### src/hwd_pkg.sv
/*
  hwd_pkg: shared constants for the hardware watchdog timer.
  assumes core_clk is the oscillator clock, one machine cycle is twelve oscillator periods.
*/
package hwd_pkg;

  localparam int          CNT_W          = 14;
  localparam logic [13:0] CNT_TERMINAL   = 14'h3FFF;
  localparam logic [13:0] CNT_RESET      = 14'h0000;

  localparam logic [7:0]  ADDR_SERVICE   = 8'hA6;
  localparam logic [7:0]  ADDR_PRESCALE  = 8'hA7;
  localparam logic [7:0]  KEY_FIRST      = 8'h1E;
  localparam logic [7:0]  KEY_SECOND     = 8'hE1;
  localparam logic [7:0]  RDATA_SERVICE  = 8'h00;

  localparam int          PRESC_W        = 7;
  localparam int          PSEL_W         = 3;
  localparam logic [2:0]  PSEL_RESET     = 3'h0;
  localparam logic [6:0]  PRESC_RESET    = 7'h00;

  localparam int          CLK_PERIOD_PS  = 5000;
  localparam int          OSC_PERIOD_PS  = 5000;
  localparam int          OSC_PER_MC     = 12;
  localparam int          MC_CYCLES      = (OSC_PER_MC * OSC_PERIOD_PS + CLK_PERIOD_PS - 1)
                                           / CLK_PERIOD_PS;
  localparam int          PULSE_OSC      = 96;
  localparam int          PULSE_CYCLES_I = (PULSE_OSC * OSC_PERIOD_PS + CLK_PERIOD_PS - 1)
                                           / CLK_PERIOD_PS;
  localparam logic [7:0]  PULSE_CYCLES   = 8'(PULSE_CYCLES_I);
  localparam logic [7:0]  PULSE_IDLE     = 8'h00;

  typedef enum logic [1:0] {
    KEY_IDLE = 2'b01,
    KEY_HALF = 2'b10
  } hwd_key_type;

endpackage : hwd_pkg

### src/hwd_cycle_div.sv
/*
  hwd_cycle_div: divides the oscillator clock into a one-cycle machine-cycle enable.
  assumes the oscillator runs continuously while rstn is high.
*/
`timescale 1ns/1ps
module hwd_cycle_div #(
  parameter int DIV = hwd_pkg::MC_CYCLES
) (
  input  wire logic core_clk,
  input  wire logic rstn,
  output logic      tick_q
);

  logic [7:0] div_q;

  always_ff @(posedge core_clk)
  begin
    if (!rstn)
    begin
      div_q  <= 8'h00;
      tick_q <= 1'b0;
    end
    else if (div_q == 8'(DIV - 1))
    begin
      div_q  <= 8'h00;
      tick_q <= 1'b1;
    end
    else
    begin
      div_q  <= div_q + 8'h01;
      tick_q <= 1'b0;
    end
  end

endmodule : hwd_cycle_div

### src/hwd_watch_timer.sv
/*
  hwd_watch_timer: watchdog with key-armed 14-bit counter, 2^7 prescaler and reset pulse.
  assumes a one-cycle special-function write/read strobe from the core on core_clk;
  rst_pin_* is the two-way reset pin, resolved by the pad outside this module.
*/
`timescale 1ns/1ps
module hwd_watch_timer #(
  parameter int MC_DIV = hwd_pkg::MC_CYCLES
) (
  input  wire logic       core_clk,
  input  wire logic       rstn,
  input  wire logic       sfr_wr_en,
  input  wire logic       sfr_rd_en,
  input  wire logic [7:0] sfr_addr,
  input  wire logic [7:0] sfr_wdata,
  output logic      [7:0] sfr_rdata_q,
  input  wire logic       rst_pin_in,
  output logic            rst_pin_out_q,
  output logic            rst_pin_oe_q,
  output logic            sys_reset_q,
  output logic            watch_active_q
);

  hwd_pkg::hwd_key_type  key_q;
  logic [13:0]           cnt_q;
  logic [6:0]            presc_q;
  logic [2:0]            psel_q;
  logic [7:0]            pulse_q;
  logic                  pin_meta_q;
  logic                  pin_sync_q;
  logic [1:0]            own_q;
  logic                  mc_tick;
  logic                  wr_service;
  logic                  service_ok;
  logic                  presc_full;
  logic                  cnt_step;
  logic                  ovf_fire;
  logic                  pin_reset;
  logic                  busy;

  // presc_q low bits all ones means 2^sel machine cycles have passed
  function automatic logic presc_wrap(input logic [6:0] p, input logic [2:0] s);
    logic [6:0] mask;
    mask = 7'((8'h01 << s) - 8'h01);
    presc_wrap = ((p & mask) == mask);
  endfunction : presc_wrap

  hwd_cycle_div #(
    .DIV (MC_DIV)
  ) u_div (
    .core_clk (core_clk),
    .rstn     (rstn),
    .tick_q   (mc_tick)
  );

  // external reset pin, synchronised; own drive stays masked two cycles past the
  // pulse, since the synchroniser still holds our own high level that long
  always_ff @(posedge core_clk)
  begin
    if (!rstn)
    begin
      pin_meta_q <= 1'b0;
      pin_sync_q <= 1'b0;
      own_q      <= 2'b00;
    end
    else
    begin
      pin_meta_q <= rst_pin_in;
      pin_sync_q <= pin_meta_q;
      own_q      <= {own_q[0], rst_pin_oe_q};
    end
  end

  assign busy       = (pulse_q != hwd_pkg::PULSE_IDLE);
  assign pin_reset  = pin_sync_q && !rst_pin_oe_q && !(|own_q);
  assign wr_service = sfr_wr_en && (sfr_addr == hwd_pkg::ADDR_SERVICE) && !busy;
  assign service_ok = wr_service && (key_q == hwd_pkg::KEY_HALF)
                      && (sfr_wdata == hwd_pkg::KEY_SECOND);
  assign presc_full = presc_wrap(presc_q, psel_q);
  assign cnt_step   = watch_active_q && mc_tick && presc_full;
  assign ovf_fire   = watch_active_q && (cnt_q == hwd_pkg::CNT_TERMINAL);

  // key sequence tracker
  always_ff @(posedge core_clk)
  begin
    if (!rstn || pin_reset || ovf_fire)
      key_q <= hwd_pkg::KEY_IDLE;
    else if (wr_service)
    begin
      case (key_q)
        hwd_pkg::KEY_IDLE:
          key_q <= (sfr_wdata == hwd_pkg::KEY_FIRST) ? hwd_pkg::KEY_HALF : hwd_pkg::KEY_IDLE;
        hwd_pkg::KEY_HALF:
          key_q <= hwd_pkg::KEY_IDLE;
        default:
          key_q <= hwd_pkg::KEY_IDLE;
      endcase
    end
  end

  // armed flag: only resets turn it off, the key can only set it
  always_ff @(posedge core_clk)
  begin
    if (!rstn || pin_reset || ovf_fire)
      watch_active_q <= 1'b0;
    else if (service_ok)
      watch_active_q <= 1'b1;
  end

  // prescale select, readable so software can confirm it
  always_ff @(posedge core_clk)
  begin
    if (!rstn)
      psel_q <= hwd_pkg::PSEL_RESET;
    else if (sfr_wr_en && (sfr_addr == hwd_pkg::ADDR_PRESCALE) && !busy)
      psel_q <= sfr_wdata[2:0];
  end

  always_ff @(posedge core_clk)
  begin
    if (!rstn || !watch_active_q || service_ok)
      presc_q <= hwd_pkg::PRESC_RESET;
    else if (mc_tick)
      presc_q <= presc_full ? hwd_pkg::PRESC_RESET : presc_q + 7'h01;
  end

  // counter has no software load path at all
  always_ff @(posedge core_clk)
  begin
    if (!rstn || pin_reset || ovf_fire || !watch_active_q)
      cnt_q <= hwd_pkg::CNT_RESET;
    else if (service_ok)
      cnt_q <= hwd_pkg::CNT_RESET;
    else if (cnt_step)
      cnt_q <= cnt_q + 14'h0001;
  end

  // reset pulse, counted on the oscillator clock itself
  always_ff @(posedge core_clk)
  begin
    if (!rstn)
    begin
      pulse_q       <= hwd_pkg::PULSE_IDLE;
      rst_pin_out_q <= 1'b0;
      rst_pin_oe_q  <= 1'b0;
      sys_reset_q   <= 1'b0;
    end
    else if (ovf_fire)
    begin
      pulse_q       <= hwd_pkg::PULSE_CYCLES;
      rst_pin_out_q <= 1'b1;
      rst_pin_oe_q  <= 1'b1;
      sys_reset_q   <= 1'b1;
    end
    else
    begin
      pulse_q       <= busy ? pulse_q - 8'h01 : pulse_q;
      rst_pin_out_q <= (pulse_q > 8'h01);
      rst_pin_oe_q  <= (pulse_q > 8'h01);
      sys_reset_q   <= (pulse_q > 8'h01);
    end
  end

  // reads never expose the counter or the key state
  always_ff @(posedge core_clk)
  begin
    if (!rstn)
      sfr_rdata_q <= hwd_pkg::RDATA_SERVICE;
    else if (sfr_rd_en && (sfr_addr == hwd_pkg::ADDR_PRESCALE))
      sfr_rdata_q <= {5'h00, psel_q};
    else
      sfr_rdata_q <= hwd_pkg::RDATA_SERVICE;
  end

  // helper: length of each reset pulse
  logic [7:0] plen_q;
  always_ff @(posedge core_clk)
  begin
    if (!rstn)
      plen_q <= 8'h00;
    else if (rst_pin_out_q)
      plen_q <= plen_q + 8'h01;
    else
      plen_q <= 8'h00;
  end
endmodule : hwd_watch_timer

### config.mk
export PLATFORM = sky130hd
export DESIGN_NAME = hwd_watch_timer
export DESIGN_NICKNAME = d
export VERILOG_FILES = /design/src/hwd_pkg.sv /design/src/hwd_cycle_div.sv /design/src/hwd_watch_timer.sv
export SDC_FILE = /design/constraint.sdc
export NUM_CORES = 1
export LEC_CHECK = 0
export ABC_AREA = 1
export BUFFER_PORTS_ARGS = -buffer_cell sky130_fd_sc_hd__buf_2
export CELL_PAD_IN_SITES_DETAIL_PLACEMENT = 1
export CELL_PAD_IN_SITES_GLOBAL_PLACEMENT = 1
export CORE_ASPECT_RATIO = 0.7
export CORE_UTILIZATION = 45
export DETAILED_ROUTE_END_ITERATION = 10
export PLACE_DENSITY_LB_ADDON = 0.12
export SLEW_MARGIN = 20
export SYNTH_ARGS = -nofsm -noshare
export SYNTH_HDL_FRONTEND = slang
export SYNTH_SLANG_ARGS = --single-unit
export TNS_END_PERCENT = 50
### constraint.sdc
create_clock -name core_clk -period 2.2 [get_ports core_clk]
set_input_delay 0.22 -clock core_clk [delete_from_list [all_inputs] [get_ports core_clk]]
set_output_delay 0.22 -clock core_clk [all_outputs]
set_load 0.01 [all_outputs]
==> key figures, run 1 <==
Setup path
  • CP required: 2.40 ns
  • R2R Setup Slk: 0.55 ns
  • Worst path cell trace: ha_1 -> nand3_2 -> inv_1 -> nand2_2 -> nor2_4 -> nor3_2 -> nand2_4 -> a21oi_1
  • Worst Reg-to-Reg Cells: 8
  • Slowest-stage cell, CP: dfxtp_1
  • Slowest stage delay, CP: 0.40 ns
  • Worst r2r dst: cnt_q[3]
  • CP bufs+invs: 1
  • Arrival @ worst endpoint: around 1.8 ns
  • Crit Path Class: reg -> reg
  • R2r startpoint: cnt_q[0]
  • Critical path endpoint category: flip-flop
  • Setup crit start kind: flip-flop
  • Worst path top cell family by delay: simple AND/OR/NAND/NOR gates
  • CP max FO: 14

Yosys
  • Yosys warning count: 0
  • Post-Syn Instances: 382
  • Synth area leader: dfxtp_1
  • Synth unique cells: 37
  • Syn Area/Cell: 7.34 µm²
  • Post-Syn Area: 2800 µm²
  • #FFs+latches synth: 52
  • Top cells by area, synth: dfxtp_1, nand2_1, nor2_1, nand3_1, inv_1
  • Top-area cell type share of the netlist area: 37.1%
  • Synth cell count leaders: nand2_1, dfxtp_1, nor2_1
  • Number of flops mapped to enable cells by yosys: 0
  • Fraction of registers with async set/reset: 0%
  • Most used DFF post-synth: dfxtp_1
  • Post-synthesis sequential area ratio: 37.1%
  • Most numerous cell in the Yosys netlist: nand2_1

Clocking
  • Postcts setup bufs: 0
  • Total CTS buffers: 5
  • Cts repair resizes: 0
  • TritonCTS clock tree: done
  • Max clock buf depth: 2
  • Clock root buffer: clkbuf_8
  • Clk sinks: 52
  • Clock slew at reported path FFs: 0.09 ns
  • H-Tree Level Count: 2
  • Worst-skew pair later-pin latency: 0.31 ns
  • Hold bufs inserted after CTS: 0

Detailed routing
  • Drt wl/cell: 13.2 µm
  • Routed WL: roughly 6.4 mm
  • DR iter-0 viols: 76
  • Vias per cell: approximately 5
  • DRC errors left: 0
  • DRT antenna net count: 0
  • First drt pass iteration count: 4
  • Via count: roughly 2,400

Floorplanning
  • Core ar.: just under 6000 µm²
  • Die area: 6550 µm²
  • FP Rows: 23
  • Initial Util: 47.7%
  • Die height: 68.0 µm
  • # IOs: 33
  • Die X: 96.3 µm

Layout
  • NumNets Final: 437
  • Area growth, synth to finish: 9.69%
  • N_diodes: 0
  • Layout cells sized above 1: ~18%
  • FILL cells: 790

Timing
  • RSZ-0062 raised after global routing: no
  • Pins over their slew limit: 0
  • Setup Viol. Count Final: 0
  • Final hold slack: 0.0947 ns
  • Minimum clock period after layout: 1.65 ns
  • Final period util: 74.9%
  • Worst Skew: 0.00439 ns
  • Setup_tns: 0 ns
  • Fin. Hold Viols: 0
  • Relative slew slack: approximately three fifths
  • Max Clk Rate: about 610 MHz
  • Worst Tran Pin Value: ~0.6 ns

Pwr
  • Sw Pwr: between 700 and 800 µW
  • Internal Pwr Total: between 1.5 and 2 mW
  • Seq pwr share: 47.4%
  • Cell Pwr Density: around 740 nW/µm²
  • Switching share of power: 31.6%
  • Worst VDD drop: 0.000576 V
  • Combinational share of power: 23.3%
  • Leakage power: about 1.2 nW
  • Clock power frac: between 20 and 30%

Worst hold path
  • Hold Path End: pin_meta_q
  • Worst Hold Depth: 3
  • HP Class: in -> reg
  • Hold_sp: rst_pin_in

Placed design
  • Hpwl dp: 5.05 mm
  • Number of port buffers: 27
  • RePlAce Congestion: around 0.76

GRT
  • Gr ovfl total: 0
  • GRT Util Overall: 21.2%
  • Vias in the first global route: 2,356
  • Largest net degree at the start of global routing: 17
  • Global-route wire length before repair: 10.7 mm
  • Antenna violations before repair: 0

Run status
  • Status: finished clean

Flow run
  • Max cap viols: 0
## sequential cells by signal, summed over array words and instances, names as in the netlist
| signal | flops |
|---|---|
| cnt_q | 14 |
| watch_active_q | 1 |
| psel_q | 3 |
| key_q | 2 |
| u_div.div_q | 8 |
| pin_meta_q | 1 |
| presc_q | 7 |
| sys_reset_q | 1 |
| pin_sync_q | 1 |
| own_q | 2 |
| sfr_rdata_q | 3 |
| u_div.tick_q | 1 |
| pulse_q | 8 |
## placed cells by master (no fill, tap or decap), types with 6 or more instances in the layout
master / n
a21oi_2: 10
nor3_1: 9
nand4_1: 7
xnor2_1: 6
nand3_1: 36
o21ai_0: 9
buf_2: 27
nand2_1: 79
a21oi_1: 16
xor2_1: 11
ha_1: 6
dfxtp_1: 52
nor2_1: 51
inv_1: 42
## power groups by stage
stage / combinational, mW / clock (mW) / sequential [mW]
2_1_floorplan: 0.425 / 0 / 1.09
3_3_place_gp: 0.513 / 0 / 1.09
3_5_place_dp: 0.536 / 0 / 1.10
4_1_cts: 0.542 / 0.691 / 1.08
5_1_grt: 0.600 / 0.722 / 1.09
6_report: 0.530 / 0.665 / 1.08
## worst max path at each step
stage / startpoint / end / slack [ns] / cells past startpoint
final: cnt_q[0] / cnt_q[3] / 0.55 / 8
after detailed placement: cnt_q[0] / cnt_q[3] / 0.57 / 8
after floorplan: cnt_q[0] / cnt_q[10] / 0.79 / 9
after CTS: cnt_q[0] / cnt_q[3] / 0.54 / 8
after global placement: cnt_q[0] / cnt_q[5] / 0.65 / 8
after global routing: cnt_q[0] / cnt_q[6] / 0.44 / 8
## per-layer routing
layer | global-route usage, % | vias to the layer above | part of all wire, %
met5 | 0 | - | 0
met4 | 3.86 | 0 | 0.48
met3 | 5.00 | 4 | 2.2
met2 | 35.9 | 22 | 45
met1 | 28.0 | 1143 | 52
li1 | - | 1266 | -
## cell type report
cell class / instances / area (µm²) / share of cell area [%]
Tap cell: 75 / 93.8 / 3.05
Inverter: 45 / 171 / 5.58
Clock buffer: 5 / 68.8 / 2.24
Timing Repair Buffer: 29 / 150 / 4.88
Sequential cell: 52 / 1040 / 33.9
Clock inverter: 3 / 42.5 / 1.38
Multi-Input combinational cell: 277 / 1510 / 49.0
## cell families after synthesis
family | after synthesis | share of synthesized area [%]
flip-flops | 52 | 37.1
other | 1 | 0.134
adder cells (fa/ha/maj) | 6 | 2.68
XOR/XNOR | 17 | 5.31
AND/OR/NAND/NOR | 209 | 36.2
AO/OA/AOI/OAI | 40 | 8.84
buffers and inverters | 57 | 9.64
## worst register-to-register path, stage by stage (launching register included)
cell and delay, ns:
dfxtp_1 0.40, ha_1 0.28, nand3_2 0.14, inv_1 0.13, nand2_2 0.10, nor2_4 0.14, nor3_2 0.06, nand2_4 0.21
a21oi_1 0.08
## metrics by stage
| step | std cells | area, µm² | setup WS [ns] | power, mW | util (%) |
|---|---|---|---|---|---|
| global route | 486 | 3070 | 0.442 | 2.41 | 52.4 |
| detailed placement | 478 | 2960 | 0.567 | 1.63 | 50.5 |
| floorplan | 386 | 2820 | 0.791 | 1.52 | - |
| CTS | 486 | 3070 | 0.543 | 2.31 | 52.4 |
| finish | 486 | 3070 | 0.551 | 2.27 | 52.4 |
| global placement | 478 | 2960 | 0.654 | 1.61 | 50.5 |
Power figures use the tool's default switching activity.
==> inputs of run 2 (changes only) <==
--- a/config.mk
+++ b/config.mk
@@ -5,12 +5,12 @@
 export SDC_FILE = /design/constraint.sdc
 export NUM_CORES = 1
 export LEC_CHECK = 0
-export ABC_AREA = 1
+export ABC_AREA = 0
 export BUFFER_PORTS_ARGS = -buffer_cell sky130_fd_sc_hd__buf_2
 export CELL_PAD_IN_SITES_DETAIL_PLACEMENT = 1
 export CELL_PAD_IN_SITES_GLOBAL_PLACEMENT = 1
 export CORE_ASPECT_RATIO = 0.7
-export CORE_UTILIZATION = 45
+export CORE_UTILIZATION = 39
 export DETAILED_ROUTE_END_ITERATION = 10
 export PLACE_DENSITY_LB_ADDON = 0.12
 export SLEW_MARGIN = 20
==> constraint.sdc (replaced) <==
create_clock -name core_clk -period 1.4 [get_ports core_clk]
set_input_delay 0.14 -clock core_clk [delete_from_list [all_inputs] [get_ports core_clk]]
set_output_delay 0.14 -clock core_clk [all_outputs]
set_load 0.01 [all_outputs]
==> run 2 against run 1 <==
  * The run now ends with negative setup slack left
  * Largest power group unchanged
  * Clock skew grew 0.0013 ns
  * Clock-buffer cell count is the same
  * Synthesized area shrank 12%
  * Total power grew 78%
  * Global-route usage grew 1.5 points
  * Maximum frequency shrank 4.2%
==> key figures, run 2 <==
Run status
  • Status: complete, but fails checks
  • Failing checks: negative setup slack

GRT
  • Gr ovfl total: 0
  • Global-route wire length before repair: 11.7 mm
  • Vias in the first global route: 2,404
  • Antenna violations before repair: 0
  • GRT Util Overall: 22.7%
  • Largest net degree at the start of global routing: 19

Pwr
  • Combinational share of power: 34.3%
  • Cell Pwr Density: 1160 nW/µm²
  • Sw Pwr: 1.37 mW
  • Internal Pwr Total: 2.69 mW
  • Worst VDD drop: between 0.0009 and 0.001 V
  • Clock power frac: 23.1%
  • Leakage power: 1.36 nW
  • Switching share of power: 33.7%
  • Seq pwr share: 42.6%

Timing
  • Worst Skew: 0.00573 ns
  • Final worst setup slack: -0.321 ns
  • Setup Viol. Count Final: 31
  • Minimum clock period after layout: 1.72 ns
  • Max Clk Rate: between 500 and 600 MHz
  • Final period util: 123%
  • Fin. Hold Viols: 0
  • RSZ-0062 raised after global routing: yes
  • Pins over their slew limit: 0
  • Final hold slack: 0.0599 ns
  • Setup_tns: -7.62 ns

Layout
  • Layout cells sized above 1: roughly two fifths
  • Largest registers: cnt_q (14), pulse_q (8), u_div.div_q (8)
  • Max reg flops: 14
  • NumNets Final: 400
  • N_diodes: 0
  • Fin cells: 449
  • Area growth, synth to finish: 41.8%
  • Largest Register: cnt_q
  • Most common cell after layout, fill and taps aside: buf_4
  • Commonest cells after routing, fill and taps aside: buf_4, dfxtp_1, nor2_1
  • Final instance area: roughly 3500 µm²
  • FILL cells: 709

Placed design
  • Hpwl dp: 5.44 mm
  • RePlAce Congestion: 0.808
  • Placed Instances: 433
  • Number of port buffers: 27
  • Placed Area: 3110 µm²

Setup path
  • CP max FO: 7
  • Arrival @ worst endpoint: 1.93 ns
  • Setup crit start kind: flip-flop
  • Crit Path Class: reg -> reg
  • Critical path endpoint category: flip-flop
  • Worst Reg-to-Reg Cells: 5
  • CP required: 1.61 ns

Detailed routing
  • DRT antenna net count: 0
  • DRC errors left: 0
  • Drt wl/cell: 16.7 µm
  • Via count: 2,354
  • Met2 Wirelength: 3.49 mm
  • First drt pass iteration count: 4
  • Routed WL: 7.50 mm
  • DR iter-0 viols: 50
  • WL met3: 139 µm
  • Vias per cell: 5.24
  • Uppermost layer routed: met4
  • Met1 wire length: ~3.8 mm

Yosys
  • Post-synthesis sequential area ratio: 42.2%
  • Synth area leader: dfxtp_1
  • Synth unique cells: 49
  • Post-Syn Instances: approximately 280
  • Top cells by area, synth: dfxtp_1, nor2_1, a21oi_1, xnor2_1, o31ai_1
  • Post-Syn Area: 2470 µm²
  • Yosys warning count: 0
  • Synth cell count leaders: dfxtp_1, nor2_1, a21oi_1
  • Top-area cell type share of the netlist area: 42.2%
  • Fraction of registers with async set/reset: 0%
  • Number of flops mapped to enable cells by yosys: 0
  • Most used DFF post-synth: dfxtp_1
  • #FFs+latches synth: 52
  • Syn Area/Cell: 8.97 µm²
  • Most numerous cell in the Yosys netlist: dfxtp_1

Clocking
  • Clock root buffer: clkbuf_8
  • Hold bufs inserted after CTS: 0
  • Total CTS buffers: 5
  • TritonCTS clock tree: done
  • Max clock buf depth: 2
  • Clock slew at reported path FFs: 0.11 ns
  • Worst-skew pair later-pin latency: 0.32 ns
  • H-Tree Level Count: 2
  • Clk sinks: 52

Floorplanning
  • FP Rows: 23
  • Die height: about 69 µm
  • Die area: between 6000 and 7000 µm²
  • Core ar.: 5900 µm²
  • Initial Util: 41.8%
  • Die X: 97.1 µm
  • # IOs: 33

Worst hold path
  • Worst Hold Depth: 2
  • HP Class: in -> reg

Flow run
  • Max cap viols: 0
[run 2: per-stage QoR]
| stage | total power, mW | util [%] | setup slack [ns] |
|---|---|---|---|
| after CTS | 4.01 | 56.0 | -0.291 |
| after global routing | 4.27 | 59.3 | -0.400 |
| after global placement | 2.85 | 52.7 | -0.288 |
| final | 4.05 | 59.3 | -0.321 |
| after floorplan | 2.48 | - | -0.316 |
| after detailed placement | 2.91 | 52.7 | -0.368 |
[run 2: power groups by stage]
stage          combinational [mW]  clock, mW  sequential [mW]
3_3_place_gp                 1.10          0             1.75
2_1_floorplan               0.703          0             1.78
3_5_place_dp                 1.16          0             1.76
6_report                     1.39      0.937             1.73
5_1_grt                      1.51       1.02             1.74
4_1_cts                      1.33      0.963             1.73
[run 2: path summary, 6_finish.rpt]
kind / end / from / slack [ns]
hold / removal: pin_meta_q / rst_pin_in / 0.06
hold reg to reg: pin_sync_q / pin_meta_q / 0.45
setup reg to reg: cnt_q[3] / pulse_q[5] / -0.32
setup / recovery: cnt_q[3] / pulse_q[5] / -0.32
[run 2: cell families (layout without fill, tap and decap cells)]
group / Yosys count / after routing / share of synthesized area, %
adder cells (fa/ha/maj): 6 / 6 / 3.04
buffers and inverters: 24 / 118 / 5.07
flip-flops: 52 / 52 / 42.2
other: 1 / 5 / 0.152
multiplexers: 5 / 5 / 2.03
XOR/XNOR: 18 / 18 / 6.39
AND/OR/NAND/NOR: 128 / 129 / 30.5
AO/OA/AOI/OAI: 41 / 41 / 10.6
[run 2: repair_timing]
item	in CTS	in global routing
setup buffers	3	3
resized for setup	21	36
hold endpoints to repair	0	0
cloned	0	2
setup endpoints to repair	36	42
pin swaps	11	16
[run 2: layout make-up]
class | count | area [µm²] | share of cell area (%)
Sequential cell | 52 | 1050 | 30.2
Inverter | 14 | 52.6 | 1.50
Timing Repair Buffer | 96 | 677 | 19.3
Multi-Input combinational cell | 204 | 1530 | 43.6
Clock inverter | 3 | 25.0 | 0.715
Tap cell | 75 | 93.8 | 2.68
Clock buffer | 5 | 68.8 | 1.97
[run 2: critical path, cell delays in order (launching register included)]
cell	delay (ns)
dfxtp_2	0.35
nor4_4	0.35
nand3_4	0.10
or4_4	0.50
nand4_2	0.23
a21oi_1	0.07
[run 2: layer usage]
metal,track usage [%],vias up
met5,0,-
met4,5.04,0
met3,4.74,7
met2,40.1,26
met1,29.2,1142
li1,-,1179
